File: config.mk
export PLATFORM = sky130hd
export DESIGN_NAME = parallel_io_change_detect
export DESIGN_NICKNAME = d
export VERILOG_FILES = /design/src/rtl/pio_pkg.sv /design/src/rtl/parallel_io_change_detect.sv /design/src/rtl/sync_2ff.sv /design/src/rtl/change_detector.sv
export SDC_FILE = /design/constraint.sdc
export NUM_CORES = 2
export LEC_CHECK = 0
export BUFFER_PORTS_ARGS = -buffer_cell sky130_fd_sc_hd__buf_4
export CORE_ASPECT_RATIO = 1.4
export CORE_MARGIN = 5
export CORE_UTILIZATION = 45
export DETAILED_ROUTE_END_ITERATION = 7
export RECOVER_POWER = 100
export SKIP_CTS_REPAIR_TIMING = 1
export SYNTH_ARGS = -nofsm -noshare
export SYNTH_HDL_FRONTEND = slang
export SYNTH_HIERARCHICAL = 1
export SYNTH_SLANG_ARGS = --single-unit
File: constraint.sdc
create_clock -name clk -period 6.7 [get_ports clk]
set_input_delay 0 -clock clk [delete_from_list [all_inputs] [get_ports clk]]
set_output_delay 0 -clock clk [all_outputs]
set_load 0.03 [all_outputs]
File: src/rtl/pio_pkg.sv
// Constants, register indices and field layout for the parallel I/O block.
// Assumes a 40 MHz clock and an APB slave with 32-bit data.
package pio_pkg;

	localparam int NUM_GROUPS  = 4;
	localparam int GROUP_LINES = 24;
	localparam int NUM_LINES   = 96;
	localparam int HALF_GROUPS = 2;

	// Register indices; byte address is four times the index
	localparam logic [4:0] IDX_PORT_A  = 5'h00;
	localparam logic [4:0] IDX_PORT_B  = 5'h01;
	localparam logic [4:0] IDX_PORT_C  = 5'h02;
	localparam logic [4:0] IDX_CMD     = 5'h03;
	localparam logic [4:0] IDX_STAT_LO = 5'h10;
	localparam logic [4:0] IDX_STAT_HI = 5'h11;
	localparam logic [4:0] IDX_EN_LO   = 5'h12;
	localparam logic [4:0] IDX_EN_HI   = 5'h13;
	localparam logic [4:0] IDX_XSTAT0  = 5'h14;
	localparam logic [4:0] IDX_XSTAT1  = 5'h15;
	localparam logic [4:0] IDX_XEN0    = 5'h16;
	localparam logic [4:0] IDX_XEN1    = 5'h17;

	// Control word fields
	localparam int CW_MODE_SET = 7;
	localparam int CW_A_IN     = 4;
	localparam int CW_CHI_IN   = 3;
	localparam int CW_B_IN     = 1;
	localparam int CW_CLO_IN   = 0;

	// Direction bits per group, 1 means input
	localparam int DIR_A   = 3;
	localparam int DIR_B   = 2;
	localparam int DIR_CHI = 1;
	localparam int DIR_CLO = 0;

	// Line offsets inside a group
	localparam int OFS_A   = 0;
	localparam int OFS_B   = 8;
	localparam int OFS_CLO = 16;
	localparam int OFS_CHI = 20;

	// Reset values
	localparam logic [3:0]           DIR_RESET   = 4'hF;
	localparam logic [23:0]          LATCH_RESET = 24'h000000;
	localparam logic [NUM_LINES-1:0] EN_RESET    = 96'h0;

	// Change qualifying time
	localparam int QUAL_TIME_NS  = 1000;
	localparam int CLK_PERIOD_NS = 25;
	localparam int QUAL_CYC      = (QUAL_TIME_NS + CLK_PERIOD_NS - 1) / CLK_PERIOD_NS;
	localparam int QUAL_W        = 6;
	localparam logic [QUAL_W-1:0] QUAL_CYC_M1 = QUAL_W'(QUAL_CYC - 1);

	typedef enum logic {
		BUS_IDLE = 1'b0,
		BUS_HELD = 1'b1
	} bus_state_t;

endpackage

File: src/rtl/parallel_io_change_detect.sv
// Parallel I/O block: four emulated interfaces, change detect, APB slave.
// Assumes an APB master on clk; pins and straps are asynchronous.
`timescale 1ns/100ps
module parallel_io_change_detect
	import pio_pkg::*;
(
	// Clock and control
	input  wire logic                 clk,
	input  wire logic                 rst,
	input  wire logic                 ce,
	// APB slave
	input  wire logic                 psel,
	input  wire logic                 penable,
	input  wire logic                 pwrite,
	input  wire logic [7:0]           paddr,
	input  wire logic [31:0]          pwdata,
	input  wire logic [3:0]           pstrb,
	output logic      [31:0]          prdata,
	output logic                      pready,
	output logic                      pslverr,
	// I/O lines
	input  wire logic [NUM_LINES-1:0] io_i,
	output logic      [NUM_LINES-1:0] io_o,
	output logic      [NUM_LINES-1:0] io_oe_n,
	// Static switches and straps
	input  wire logic                 sw_sel1_i,
	input  wire logic                 sw_sel2_i,
	input  wire logic                 half_width_i,
	input  wire logic                 detect_all_i,
	// Stack signal groups
	input  wire logic [3:0]           grp_clk_i,
	input  wire logic [3:0]           grp_idsel_i,
	output logic                      sel_clk_o,
	output logic                      sel_idsel_o,
	output logic      [3:0]           int_o,
	output logic      [3:0]           int_oe_n,
	// Interrupt level
	output logic                      irq
);
	logic [NUM_LINES+3:0] sync_q;
	logic [NUM_LINES-1:0] lines_sync;
	logic [1:0]           sel_idx;
	logic                 half_mode;
	logic                 all_mode;
	logic [NUM_LINES-1:0] flags;
	logic [NUM_LINES-1:0] det_en;
	logic [NUM_LINES-1:0] clr;
	logic [NUM_LINES-1:0] dir_all;

	bus_state_t  bus_reg;
	bus_state_t  bus_next;
	logic [31:0] prdata_reg;
	logic [31:0] prdata_next;
	logic        err_reg;
	logic        err_next;
	logic [3:0]  dir_reg    [NUM_GROUPS];
	logic [3:0]  dir_next   [NUM_GROUPS];
	logic [23:0] latch_reg  [NUM_GROUPS];
	logic [23:0] latch_next [NUM_GROUPS];
	logic [NUM_LINES-1:0] en_reg;
	logic [NUM_LINES-1:0] en_next;
	logic        irq_reg;
	logic        irq_next;
	logic [4:0]  idx;
	logic        wr_fire;
	logic        rd_take;
	logic [23:0] lane_m;

	// Input direction mask of one group
	function automatic logic [23:0] dir_lines(input logic [3:0] d);
		return {{4{d[DIR_CHI]}}, {4{d[DIR_CLO]}}, {8{d[DIR_B]}}, {8{d[DIR_A]}}};
	endfunction

	// Spread a byte onto upper nibble lines of two groups
	function automatic logic [NUM_LINES-1:0] chi_map(input logic [7:0] b, input logic hi);
		logic [NUM_LINES-1:0] v;
		v = '0;
		if (hi) begin
			v[2*GROUP_LINES+OFS_CHI +: 4] = b[3:0];
			v[3*GROUP_LINES+OFS_CHI +: 4] = b[7:4];
		end else begin
			v[OFS_CHI +: 4]             = b[3:0];
			v[GROUP_LINES+OFS_CHI +: 4] = b[7:4];
		end
		return v;
	endfunction

	// Gather upper nibble lines of two groups into a byte
	function automatic logic [7:0] chi_get(input logic [NUM_LINES-1:0] v, input logic hi);
		if (hi) begin
			return {v[3*GROUP_LINES+OFS_CHI +: 4], v[2*GROUP_LINES+OFS_CHI +: 4]};
		end
		return {v[GROUP_LINES+OFS_CHI +: 4], v[OFS_CHI +: 4]};
	endfunction

	// Lines that may detect changes in the selected variant
	function automatic logic [NUM_LINES-1:0] cap_mask(input logic half, input logic all);
		if (half && all) begin
			return {48'h0, 48'hFFFFFFFFFFFF};
		end else if (half) begin
			return '0;
		end
		return chi_map(8'hFF, 1'b0) | chi_map(8'hFF, 1'b1);
	endfunction

	sync_2ff #(
		.W(NUM_LINES + 4)
	) u_sync (
		.clk (clk),
		.rst (rst),
		.ce  (ce),
		.d   ({detect_all_i, half_width_i, sw_sel2_i, sw_sel1_i, io_i}),
		.q   (sync_q)
	);

	assign lines_sync = sync_q[NUM_LINES-1:0];
	assign sel_idx    = sync_q[NUM_LINES+1:NUM_LINES];
	assign half_mode  = sync_q[NUM_LINES+2];
	assign all_mode   = sync_q[NUM_LINES+3];

	// Stack signal group selection
	assign sel_clk_o   = grp_clk_i[sel_idx];
	assign sel_idsel_o = grp_idsel_i[sel_idx];
	assign int_o       = 4'h0;
	always_comb begin
		for (int j = 0; j < 4; j++) begin
			int_oe_n[j] = !(irq_reg && (sel_idx == 2'(j)));
		end
	end

	always_comb begin
		for (int g = 0; g < NUM_GROUPS; g++) begin
			dir_all[g*GROUP_LINES +: GROUP_LINES] = dir_lines(dir_reg[g]);
		end
	end

	assign det_en = en_reg & dir_all & cap_mask(half_mode, all_mode);

	change_detector u_det (
		.clk      (clk),
		.rst      (rst),
		.ce       (ce),
		.line_lvl (lines_sync),
		.det_en   (det_en),
		.clr      (clr),
		.flag     (flags)
	);

	// APB handshake
	assign idx     = paddr[6:2];
	assign pready  = psel && penable && ce && (bus_reg == BUS_HELD);
	assign wr_fire = pready && pwrite;
	assign rd_take = psel && ce && (bus_reg == BUS_IDLE);
	assign lane_m  = {{8{pstrb[2]}}, {8{pstrb[1]}}, {8{pstrb[0]}}};
	assign prdata  = prdata_reg;
	assign pslverr = pready && err_reg;

	always_comb begin
		logic [1:0]  g;
		logic [23:0] pv;
		g           = idx[3:2];
		pv          = '0;
		bus_next    = bus_reg;
		prdata_next = prdata_reg;
		err_next    = err_reg;
		case (bus_reg)
			BUS_IDLE: begin
				if (rd_take) begin
					bus_next = BUS_HELD;
				end
			end
			BUS_HELD: begin
				if (pready || !psel) begin
					bus_next = BUS_IDLE;
				end
			end
			default: bus_next = BUS_IDLE;
		endcase
		if (rd_take) begin
			pv = (lines_sync[g*GROUP_LINES +: GROUP_LINES] & dir_lines(dir_reg[g]))
				| (latch_reg[g] & ~dir_lines(dir_reg[g]));
			prdata_next = 32'h00000000;
			err_next    = 1'b0;
			if (paddr[7] || idx > IDX_XEN1) begin
				err_next = 1'b1;
			end else if (!idx[4] && half_mode && idx[3]) begin
				prdata_next = 32'h00000000;
			end else if (!idx[4] && idx[1:0] == IDX_PORT_A[1:0]) begin
				prdata_next[7:0] = pv[OFS_A +: 8];
			end else if (!idx[4] && idx[1:0] == IDX_PORT_B[1:0]) begin
				prdata_next[7:0] = pv[OFS_B +: 8];
			end else if (!idx[4] && idx[1:0] == IDX_PORT_C[1:0]) begin
				prdata_next[7:0] = pv[OFS_CLO +: 8];
			end else if (idx == IDX_STAT_LO || idx == IDX_STAT_HI) begin
				prdata_next[7:0] = chi_get(flags, idx[0]);
			end else if (idx == IDX_EN_LO || idx == IDX_EN_HI) begin
				prdata_next[7:0] = chi_get(en_reg, idx[0]);
			end else if (idx == IDX_XSTAT0 || idx == IDX_XSTAT1) begin
				prdata_next[23:0] = flags[idx[0]*GROUP_LINES +: GROUP_LINES];
			end else if (idx == IDX_XEN0 || idx == IDX_XEN1) begin
				prdata_next[23:0] = en_reg[idx[0]*GROUP_LINES +: GROUP_LINES];
			end
		end
	end

	// Register writes
	always_comb begin
		logic [1:0] g;
		g       = idx[3:2];
		en_next = en_reg;
		clr     = '0;
		for (int k = 0; k < NUM_GROUPS; k++) begin
			dir_next[k]   = dir_reg[k];
			latch_next[k] = latch_reg[k];
		end
		if (wr_fire && !paddr[7]) begin
			if (!idx[4] && !(half_mode && idx[3]) && pstrb[0]) begin
				if (idx[1:0] == IDX_CMD[1:0] && pwdata[CW_MODE_SET]) begin
					dir_next[g][DIR_A]   = pwdata[CW_A_IN];
					dir_next[g][DIR_B]   = pwdata[CW_B_IN];
					dir_next[g][DIR_CHI] = pwdata[CW_CHI_IN];
					dir_next[g][DIR_CLO] = pwdata[CW_CLO_IN];
					latch_next[g]        = LATCH_RESET;
				end else if (idx[1:0] == IDX_CMD[1:0]) begin
					latch_next[g][OFS_CLO + 32'(pwdata[3:1])] = pwdata[0];
				end else if (idx[1:0] == IDX_PORT_A[1:0]) begin
					latch_next[g][OFS_A +: 8] = pwdata[7:0];
				end else if (idx[1:0] == IDX_PORT_B[1:0]) begin
					latch_next[g][OFS_B +: 8] = pwdata[7:0];
				end else begin
					latch_next[g][OFS_CLO +: 8] = pwdata[7:0];
				end
			end else if ((idx == IDX_STAT_LO || idx == IDX_STAT_HI) && pstrb[0]) begin
				if (pwdata[7:0] == 8'h00) begin
					clr = chi_map(8'hFF, idx[0]);
				end
			end else if ((idx == IDX_EN_LO || idx == IDX_EN_HI) && pstrb[0]) begin
				en_next = (en_reg & ~chi_map(8'hFF, idx[0])) | chi_map(pwdata[7:0], idx[0]);
			end else if (idx == IDX_XSTAT0 || idx == IDX_XSTAT1) begin
				if ((pwdata[23:0] & lane_m) == 24'h000000) begin
					clr[idx[0]*GROUP_LINES +: GROUP_LINES] = lane_m;
				end
			end else if (idx == IDX_XEN0 || idx == IDX_XEN1) begin
				en_next[idx[0]*GROUP_LINES +: GROUP_LINES] =
					(en_reg[idx[0]*GROUP_LINES +: GROUP_LINES] & ~lane_m) | (pwdata[23:0] & lane_m);
			end
		end
		if (half_mode) begin
			for (int k = HALF_GROUPS; k < NUM_GROUPS; k++) begin
				dir_next[k] = DIR_RESET;
			end
		end
		irq_next = |flags;
	end

	always_ff @(posedge clk) begin
		if (rst) begin
			bus_reg    <= BUS_IDLE;
			prdata_reg <= 32'h00000000;
			err_reg    <= 1'b0;
			en_reg     <= EN_RESET;
			irq_reg    <= 1'b0;
			for (int k = 0; k < NUM_GROUPS; k++) begin
				dir_reg[k]   <= DIR_RESET;
				latch_reg[k] <= LATCH_RESET;
			end
		end else if (ce) begin
			bus_reg    <= bus_next;
			prdata_reg <= prdata_next;
			err_reg    <= err_next;
			en_reg     <= en_next;
			irq_reg    <= irq_next;
			for (int k = 0; k < NUM_GROUPS; k++) begin
				dir_reg[k]   <= dir_next[k];
				latch_reg[k] <= latch_next[k];
			end
		end
	end

	// Output drive follows direction bits
	always_comb begin
		for (int g = 0; g < NUM_GROUPS; g++) begin
			io_o[g*GROUP_LINES +: GROUP_LINES] = latch_reg[g];
		end
	end
	assign io_oe_n = dir_all;
	assign irq     = irq_reg;

	a_reset_inputs: assert property (@(posedge clk) $past(rst) |-> &io_oe_n)
		else $error("line driven after reset");
	a_dir_follow: assert property (@(posedge clk) disable iff (rst)
		(wr_fire && idx == IDX_CMD && pstrb[0] && pwdata[CW_MODE_SET] && !paddr[7])
		|=> io_oe_n[7:0] == {8{$past(pwdata[CW_A_IN])}} && io_oe_n[23:20] == {4{$past(pwdata[CW_CHI_IN])}})
		else $error("buffer direction not following control word");
	a_out_readback: assert property (@(posedge clk) disable iff (rst)
		(rd_take && idx[1:0] == IDX_PORT_B[1:0] && idx < IDX_STAT_LO && !paddr[7]
		&& !(half_mode && idx[3]) && !dir_reg[idx[3:2]][DIR_B])
		|=> prdata[7:0] == $past(latch_reg[idx[3:2]][OFS_B +: 8]))
		else $error("output port read not from latch");
	a_irq_level: assert property (@(posedge clk) disable iff (rst)
		(ce && |flags) |=> irq ##0 int_oe_n[sel_idx] == 1'b0)
		else $error("interrupt not raised for flag");
	a_mask_gate: assert property (@(posedge clk) disable iff (rst)
		$past(ce) |-> ((flags & ~$past(flags)) & ~$past(det_en)) == '0)
		else $error("flag set on disabled line");
	a_half_idle: assert property (@(posedge clk) disable iff (rst)
		$past(half_mode) && $past(ce) |-> &io_oe_n[NUM_LINES-1:HALF_GROUPS*GROUP_LINES])
		else $error("upper groups driven in reduced variant");
	a_sel_route: assert property (@(posedge clk) disable iff (rst)
		($past(ce) && $past(ce, 2) && $past(sw_sel1_i, 2) == $past(sw_sel1_i, 3)
		&& $past(sw_sel2_i, 2) == $past(sw_sel2_i, 3))
		|-> sel_idx == {$past(sw_sel2_i, 2), $past(sw_sel1_i, 2)})
		else $error("group index not from switches");
	a_unmapped_err: assert property (@(posedge clk) disable iff (rst)
		(pready && (paddr[7] || idx > IDX_XEN1)) |-> pslverr && prdata == 32'h00000000)
		else $error("unmapped access not refused");
	a_one_wait: assert property (@(posedge clk) disable iff (rst)
		(psel && !penable && ce && bus_reg == BUS_IDLE) ##1 (psel && penable && ce) |-> pready)
		else $error("access phase not answered");
endmodule

File: src/rtl/sync_2ff.sv
// Two-flop synchronizer for pins arriving from outside the clock domain.
// Assumes inputs are quasi-static or slow relative to clk.
`timescale 1ns/100ps
module sync_2ff #(
	parameter int W = 1
) (
	// Clock and control
	input  wire logic         clk,
	input  wire logic         rst,
	input  wire logic         ce,
	// Data
	input  wire logic [W-1:0] d,
	output logic      [W-1:0] q
);
	logic [W-1:0] s1_reg;
	logic [W-1:0] s1_next;
	logic [W-1:0] s2_reg;
	logic [W-1:0] s2_next;

	always_comb begin
		s1_next = d;
		s2_next = s1_reg;
	end

	always_ff @(posedge clk) begin
		if (rst) begin
			s1_reg <= '0;
			s2_reg <= '0;
		end else if (ce) begin
			s1_reg <= s1_next;
			s2_reg <= s2_next;
		end
	end

	assign q = s2_reg;
endmodule

File: src/rtl/change_detector.sv
// Per-line level change detector with qualifying time and reference.
// Assumes line levels are already synchronized to clk.
`timescale 1ns/100ps
module change_detector
	import pio_pkg::*;
(
	// Clock and control
	input  wire logic                 clk,
	input  wire logic                 rst,
	input  wire logic                 ce,
	// Lines and control
	input  wire logic [NUM_LINES-1:0] line_lvl,
	input  wire logic [NUM_LINES-1:0] det_en,
	input  wire logic [NUM_LINES-1:0] clr,
	// Status
	output logic      [NUM_LINES-1:0] flag
);
	logic [NUM_LINES-1:0] ref_reg;
	logic [NUM_LINES-1:0] ref_next;
	logic [NUM_LINES-1:0] flag_reg;
	logic [NUM_LINES-1:0] flag_next;
	logic [NUM_LINES-1:0] set_vec;
	logic [QUAL_W-1:0]    cnt_reg  [NUM_LINES];
	logic [QUAL_W-1:0]    cnt_next [NUM_LINES];

	always_comb begin
		ref_next  = ref_reg;
		flag_next = flag_reg;
		set_vec   = '0;
		for (int i = 0; i < NUM_LINES; i++) begin
			cnt_next[i] = cnt_reg[i];
			if (!det_en[i]) begin
				ref_next[i] = line_lvl[i];
				cnt_next[i] = '0;
			end else if (line_lvl[i] != ref_reg[i]) begin
				// Count parks past the limit: one set per lasting change
				if (cnt_reg[i] == QUAL_CYC_M1) begin
					set_vec[i]  = 1'b1;
					cnt_next[i] = cnt_reg[i] + 1'b1;
				end else if (cnt_reg[i] < QUAL_CYC_M1) begin
					cnt_next[i] = cnt_reg[i] + 1'b1;
				end
			end else begin
				cnt_next[i] = '0;
			end
			if (clr[i]) begin
				ref_next[i] = line_lvl[i];
				cnt_next[i] = '0;
			end
			flag_next[i] = set_vec[i] | (flag_reg[i] & ~clr[i]);
		end
	end

	always_ff @(posedge clk) begin
		if (rst) begin
			ref_reg  <= '0;
			flag_reg <= '0;
			for (int i = 0; i < NUM_LINES; i++) begin
				cnt_reg[i] <= '0;
			end
		end else if (ce) begin
			ref_reg  <= ref_next;
			flag_reg <= flag_next;
			for (int i = 0; i < NUM_LINES; i++) begin
				cnt_reg[i] <= cnt_next[i];
			end
		end
	end

	assign flag = flag_reg;

	a_flag_persist: assert property (@(posedge clk) disable iff (rst)
		(!flag_reg[20] ##1 flag_reg[20]) |-> $past(cnt_reg[20]) == QUAL_CYC_M1)
		else $error("flag set before qualifying time");
	a_clear_drops: assert property (@(posedge clk) disable iff (rst)
		(clr[20] && ce && !set_vec[20]) |=> !flag_reg[20])
		else $error("flag not cleared");
endmodule

Word-level counts from Yosys, hierarchy flattened
Memories as Yosys holds them, arrays and structs flattened. Cells that the tools add are included.

Add/sub/neg operators: 98. $mul: 2. Order comparisons: 102. Equal/unequal tests: 303. Bitwise operators: 412. Shift operators: 6. Mux-type cells: 1195. Reductions and logical operators: 144.

Operator list (count): two-way mux 6 bit (576); two-way mux 96 bit (19); < comparator 6 bit, second input constant (97); adder 6 x 1 -> 6 bit, second input constant (96); == test 6 bit, second input constant (96); two-way mux 1 bit (510); AND 96 bit (5); bitwise mux 96 bit (5); two-way mux 24 bit (11); demux 24 bit (select 2 bit) (5); bitwise OR 1 bit (200); != test 2 bit, second input constant (97); AND reduction 2 bit (97); inverter 96 bit (2); indexed part select 24 x 34 -> 96 bit (2); indexed part select 96 x 7 -> 24 bit (2); two-way mux 16 bit (9); two-way mux 4 bit (35); inverter 1 bit (99); AND 1 bit (96); AND 24 bit (4); != test 1 bit (96); bitwise OR 96 bit (1); OR reduction 96 bit (1); other kinds (33) (101).

Memories: 3. Output and inout bits: 237. Bits of input ports: 158. Logic and storage cells: 2369. Register bits: 523. Memory bits (writable): 688.

Memory list: u_det.cnt_reg (depth 96, width 6, read ports 96, clocked after Yosys merged registers in 0, write ports 96, line change_detector.sv:23) `logic [QUAL_W-1:0] cnt_reg [NUM_LINES];`; latch_reg (depth 4, width 24, read ports 5, clocked after Yosys merged registers in 0, write ports 4, line parallel_io_change_detect.sv:58) `logic [23:0] latch_reg [NUM_GROUPS];`; dir_reg (depth 4, width 4, read ports 5, clocked after Yosys merged registers in 0, write ports 4, line parallel_io_change_detect.sv:56) `logic [3:0] dir_reg [NUM_GROUPS];`.

Depth between registers and ports, before layout
Word-level depth: 18. Gate-level depth with buffers: 11. Depth with buffers taken out: 8.

Hierarchy
The synthesis kept the hierarchy.

Modules (own cells, without submodules): change_detector (seq. area each 21140.3 um2, area each 39613.0 um2, times used 1, cells each 3738); parallel_io_change_detect (seq. area each 5024.8 um2, area each 13969.6 um2, times used 1, cells each 1499); sync_2ff (seq. area each 4003.8 um2, area each 7191.9 um2, times used 1, cells each 644).

Worst setup path before layout
Ideal clock, no wire load.

Path kind: input-to-reg. Start point: input port paddr[4]. End point: memory u_det.cnt_reg[68][0], in the netlist u_det/cnt_reg[2][24] (enable). Stages on the path: 9. Data arrival time: 3.527 ns. Data required time: 6.381 ns. Path slack: 2.855 ns. Buffers on the path: 4. Library setup time: 0.319 ns. Path through: buf_4 -> buf_2 -> or2_2 -> clkbuf_1 -> nor4b_1 -> nand2b_1 -> or3_1 -> clkbuf_1 -> o21a_1.

RTL lines: start: declaration (line parallel_io_change_detect.sv:15) `input wire logic [7:0] paddr,`; end: declaration (line change_detector.sv:23).

==> impl_metrics.csv <==
group,metric,value,unit
outcome,outcome,"finished, violations left",
outcome,violations,"hold timing, capacitance limit, slew limit",
power,switching_share,24.7,%
logic_synthesis,synth.area.mux_share,7.27,%
logic_synthesis,synth_seq_cells,1163,
critical_path,critPathKind,"in -> reg",
cts,clock-sinks,1163,
cts,cts_tree,"built",
cells_and_area,largest_reg_flops,576,
floorplan,die_x,321,microns
timing,finalClockSkew,0.0251,ns
cells_and_area,n_fill_cell,12367,
cells_and_area,layout-drive-gt1-share,8.67,%
power,power.leakage,0.0257,uW
hold_path,hold_path.class,"in -> reg",
logic_synthesis,synthFlopType,"edfxtp_1",
power,power_frac_seq,49.1,%
critical_path,max_stage_delay,2.14,ns
timing,rsz0062_at_grt,"no",
drt,drt-total-wl,181,mm
logic_synthesis,yosys.area_share.xor_xnor,5.53,%
power,p_switching,4080,uW
cells_and_area,fin_area,69100,sq um
cts,clockRootBuffer,"clkbuf_16",
logic_synthesis,synthCells,5881,
critical_path,path_delay_family,"buffers and inverters",
timing,period_share,76.6,%
cells_and_area,multi_input_area,28200,sq um
cells_and_area,most-common-layout-cells,"887 x nor2_1, 688 x edfxtp_1, 475 x dfxtp_1, 388 x a21oi_1, 384 x nand2_1",
placed_design,dp_hpwl,127,mm
logic_synthesis,synth_cell_types,91,
drt,vias,46804,
drt,firstDrtPassIters,6,
critical_path,worst_ep_required_time,7.10,ns
floorplan,ios,395,
logic_synthesis,synth_simple_gate_area_share,20.7,%
cells_and_area,layout.area.seq,30200,sq um
cts,htree_num_levels,3,
placed_design,placed_cells,7942,
cells_and_area,layout_commonest_cell,"nor2_1",
critical_path,critPathMaxFanout,41,
critical_path,cp_slowest_cell,"or2_1",
timing,hold_viol,2,
critical_path,cp-end-kind,"flip-flop",
drt,vias_per_cell,5.61,
critical_path,cp-start-kind,"input port",
floorplan,die_area,143000,sq um
timing,hold_slack,-0.0204,ns
flow_run,drv_cap,11,
power,irDropWorstVdd,0.211,mV
global_routing,track_usage,23.9,%
logic_synthesis,synth-compound-area-share,10.5,%
global_routing,grt_pass1_wl,268,mm
logic_synthesis,syn_area,60800,sq um
cells_and_area,final_cells,8340,
cells_and_area,nNetsFinal,6709,
floorplan,fp.dieH,445,microns
power,cell_internal_pwr,12400,uW
timing,final.setup.tns,0,ns
cts,clk_pin_slew_worst_paths,0.06,ns
critical_path,crit_buf_inv,3,
timing,max_slew_margin,-178,%
floorplan,start_util,45.3,%
power,cellPowerDensity,239,nW/um^2
timing,worst_pin_slew,4.17,ns
critical_path,path_cells,"dlygate4sd3_1 > clkbuf_1 > or2_1 > buf_4 > o21a_1",
global_routing,grt_pass1_vias,44219,
logic_synthesis,seq_area_frac_synth,49.6,%
logic_synthesis,synth_adder_area_share,1.98,%
global_routing,antenna_found_initial,19,
logic_synthesis,yosysWarnings,6,
placed_design,placed_cell_area,64800,sq um
floorplan,rows,159,
timing,max_freq,195,MHz
drt,wl_per_cell,21.7,microns
logic_synthesis,synth-edff-count,688,
drt,drc,0,
logic_synthesis,synth_top_family_by_area,"simple AND/OR/NAND/NOR gates",
logic_synthesis,postSynthAreaPerCell,10.3,sq um
power,power_frac_comb,8.0,%
timing,slew_viol_final,649,
cts,cts_inserted_buffers,118,
cells_and_area,syn2layout_area_growth,13.7,%
global_routing,grt_overflow_total,0,
power,clock_power_share,42.9,%
timing,fin_crit,5.13,ns
timing,setup_viol,0,
logic_synthesis,postSynth.asyncResetShare,0,%
placed_design,numPortBuffers,371,
drt,ant_nets,0,
global_routing,grt_max_degree,136,
cts,clk_latency,0.74,ns
critical_path,arrival,5.53,ns
drt,drt_iter0_markers,4051,
placed_design,routabilityCongestion,0.915,
floorplan,core,134000,sq um
cts,clock_path_buffers,3,
-- routing by layer --
metal  global-route usage, %  routed length, microns  vias to the layer above
li1                        -                       -                    22143
met1                    30.1                   73000                    22809
met2                    40.3                   86700                     1493
met3                    4.70                   12300                      353
met4                    10.2                    8730                        6
met5                       0                      41                        -
-- area by class of cell --
class / count / share of cell area (%)
Tap cell: 1771 / 3.21
Multi-Input combinational cell: 4489 / 40.8
Clock buffer: 168 / 5.26
Antenna cell: 8 / 0.0290
Clock inverter: 58 / 0.869
Inverter: 104 / 0.565
Sequential cell: 1163 / 43.6
Timing Repair Buffer: 579 / 5.64
-- cell usage after synthesis, drive strengths merged (7+ instances only) --
cell type | n | share of area (%)
nor4 | 27 | 0.31
and3 | 77 | 0.79
edfxtp | 688 | 34
nand4b | 29 | 1.1
o2111ai | 8 | 0.12
mux2 | 39 | 0.72
mux2i | 240 | 4.0
o21ai | 341 | 2.8
a221oi | 10 | 0.14
dfxtp | 475 | 16
a21oi | 391 | 3.3
a32oi | 34 | 0.49
o211ai | 14 | 0.17
nor3 | 22 | 0.20
ha | 96 | 2.0
nand2b | 40 | 0.41
nor2b | 89 | 0.93
o221ai | 8 | 0.12
a2bb2oi | 7 | 0.10
nand2 | 394 | 2.5
xnor2 | 99 | 1.4
nand3b | 85 | 1.0
nand4 | 43 | 0.45
nor4bb | 70 | 1.2
clkbuf | 127 | 0.79
xor2 | 285 | 4.1
or4 | 7 | 0.086
nor2 | 888 | 5.5
nand3 | 367 | 3.7
and2 | 73 | 0.75
a31oi | 7 | 0.072
o21a | 96 | 1.2
or3 | 108 | 1.1
a22oi | 85 | 1.0
and4 | 20 | 0.29
inv | 100 | 0.62
a21bo | 23 | 0.38
buf | 226 | 2.9
mux4 | 70 | 2.6
-- power by group through the flow --
stage | Sequential, uW | Clock [uW] | Combinational [uW]
2_1_floorplan | 8200 | 0 | 858
3_3_place_gp | 8250 | 0 | 1250
3_5_place_dp | 8260 | 0 | 1270
4_1_cts | 8100 | 7260 | 1280
5_1_grt | 8140 | 7560 | 1420
6_report | 8110 | 7100 | 1320
-- tightest hold or removal path: stages --
cell and delay, ns:
buf_4 0.23, a32oi_1 0.14, o21ai_1 0.07, o22ai_1 0.10
a21oi_1 0.13
-- cell families after synthesis --
group                    count (synthesis)
AO/OA/AOI/OAI                         1067
XOR/XNOR                               384
adder cells (fa/ha/maj)                 96
buffers and inverters                  457
flip-flops                            1163
multiplexers                           349
other                                    1
AND/OR/NAND/NOR                       2364
-- final timing paths --
path	from	endpoint	slack [ns]	depth (start not counted)
max	rst	u_det/cnt_reg[0][110]$_SDFFCE_PP0P_	1.57	5
min	paddr[6]	prdata[5]$_SDFFE_PP0P_	-0.02	5
min reg2reg	u_det/flag[66]$_SDFFE_PP0P_	u_det/flag[66]$_SDFFE_PP0P_	0.46	2
max reg2reg	u_sync/q[98]$_SDFFE_PP0P_	u_det/cnt_reg[0][156]$_SDFFCE_PP0P_	2.29	8
-- stage by stage --
| step | hold slack, ns | utilization [%] | total power (uW) | worst slack, ns |
|---|---|---|---|---|
| after floorplan | 0.147 | - | 9060 | 2.85 |
| after global placement | 0.233 | 48.3 | 9500 | 2.85 |
| after detailed placement | 0.242 | 48.3 | 9530 | 2.78 |
| after CTS | -0.567 | 51.4 | 16600 | 2.88 |
| after global routing | 0.000545 | 51.5 | 17100 | 1.38 |
| final | -0.0204 | 51.5 | 16500 | 1.57 |
No activity file was read; power rests on OpenSTA's default activity.
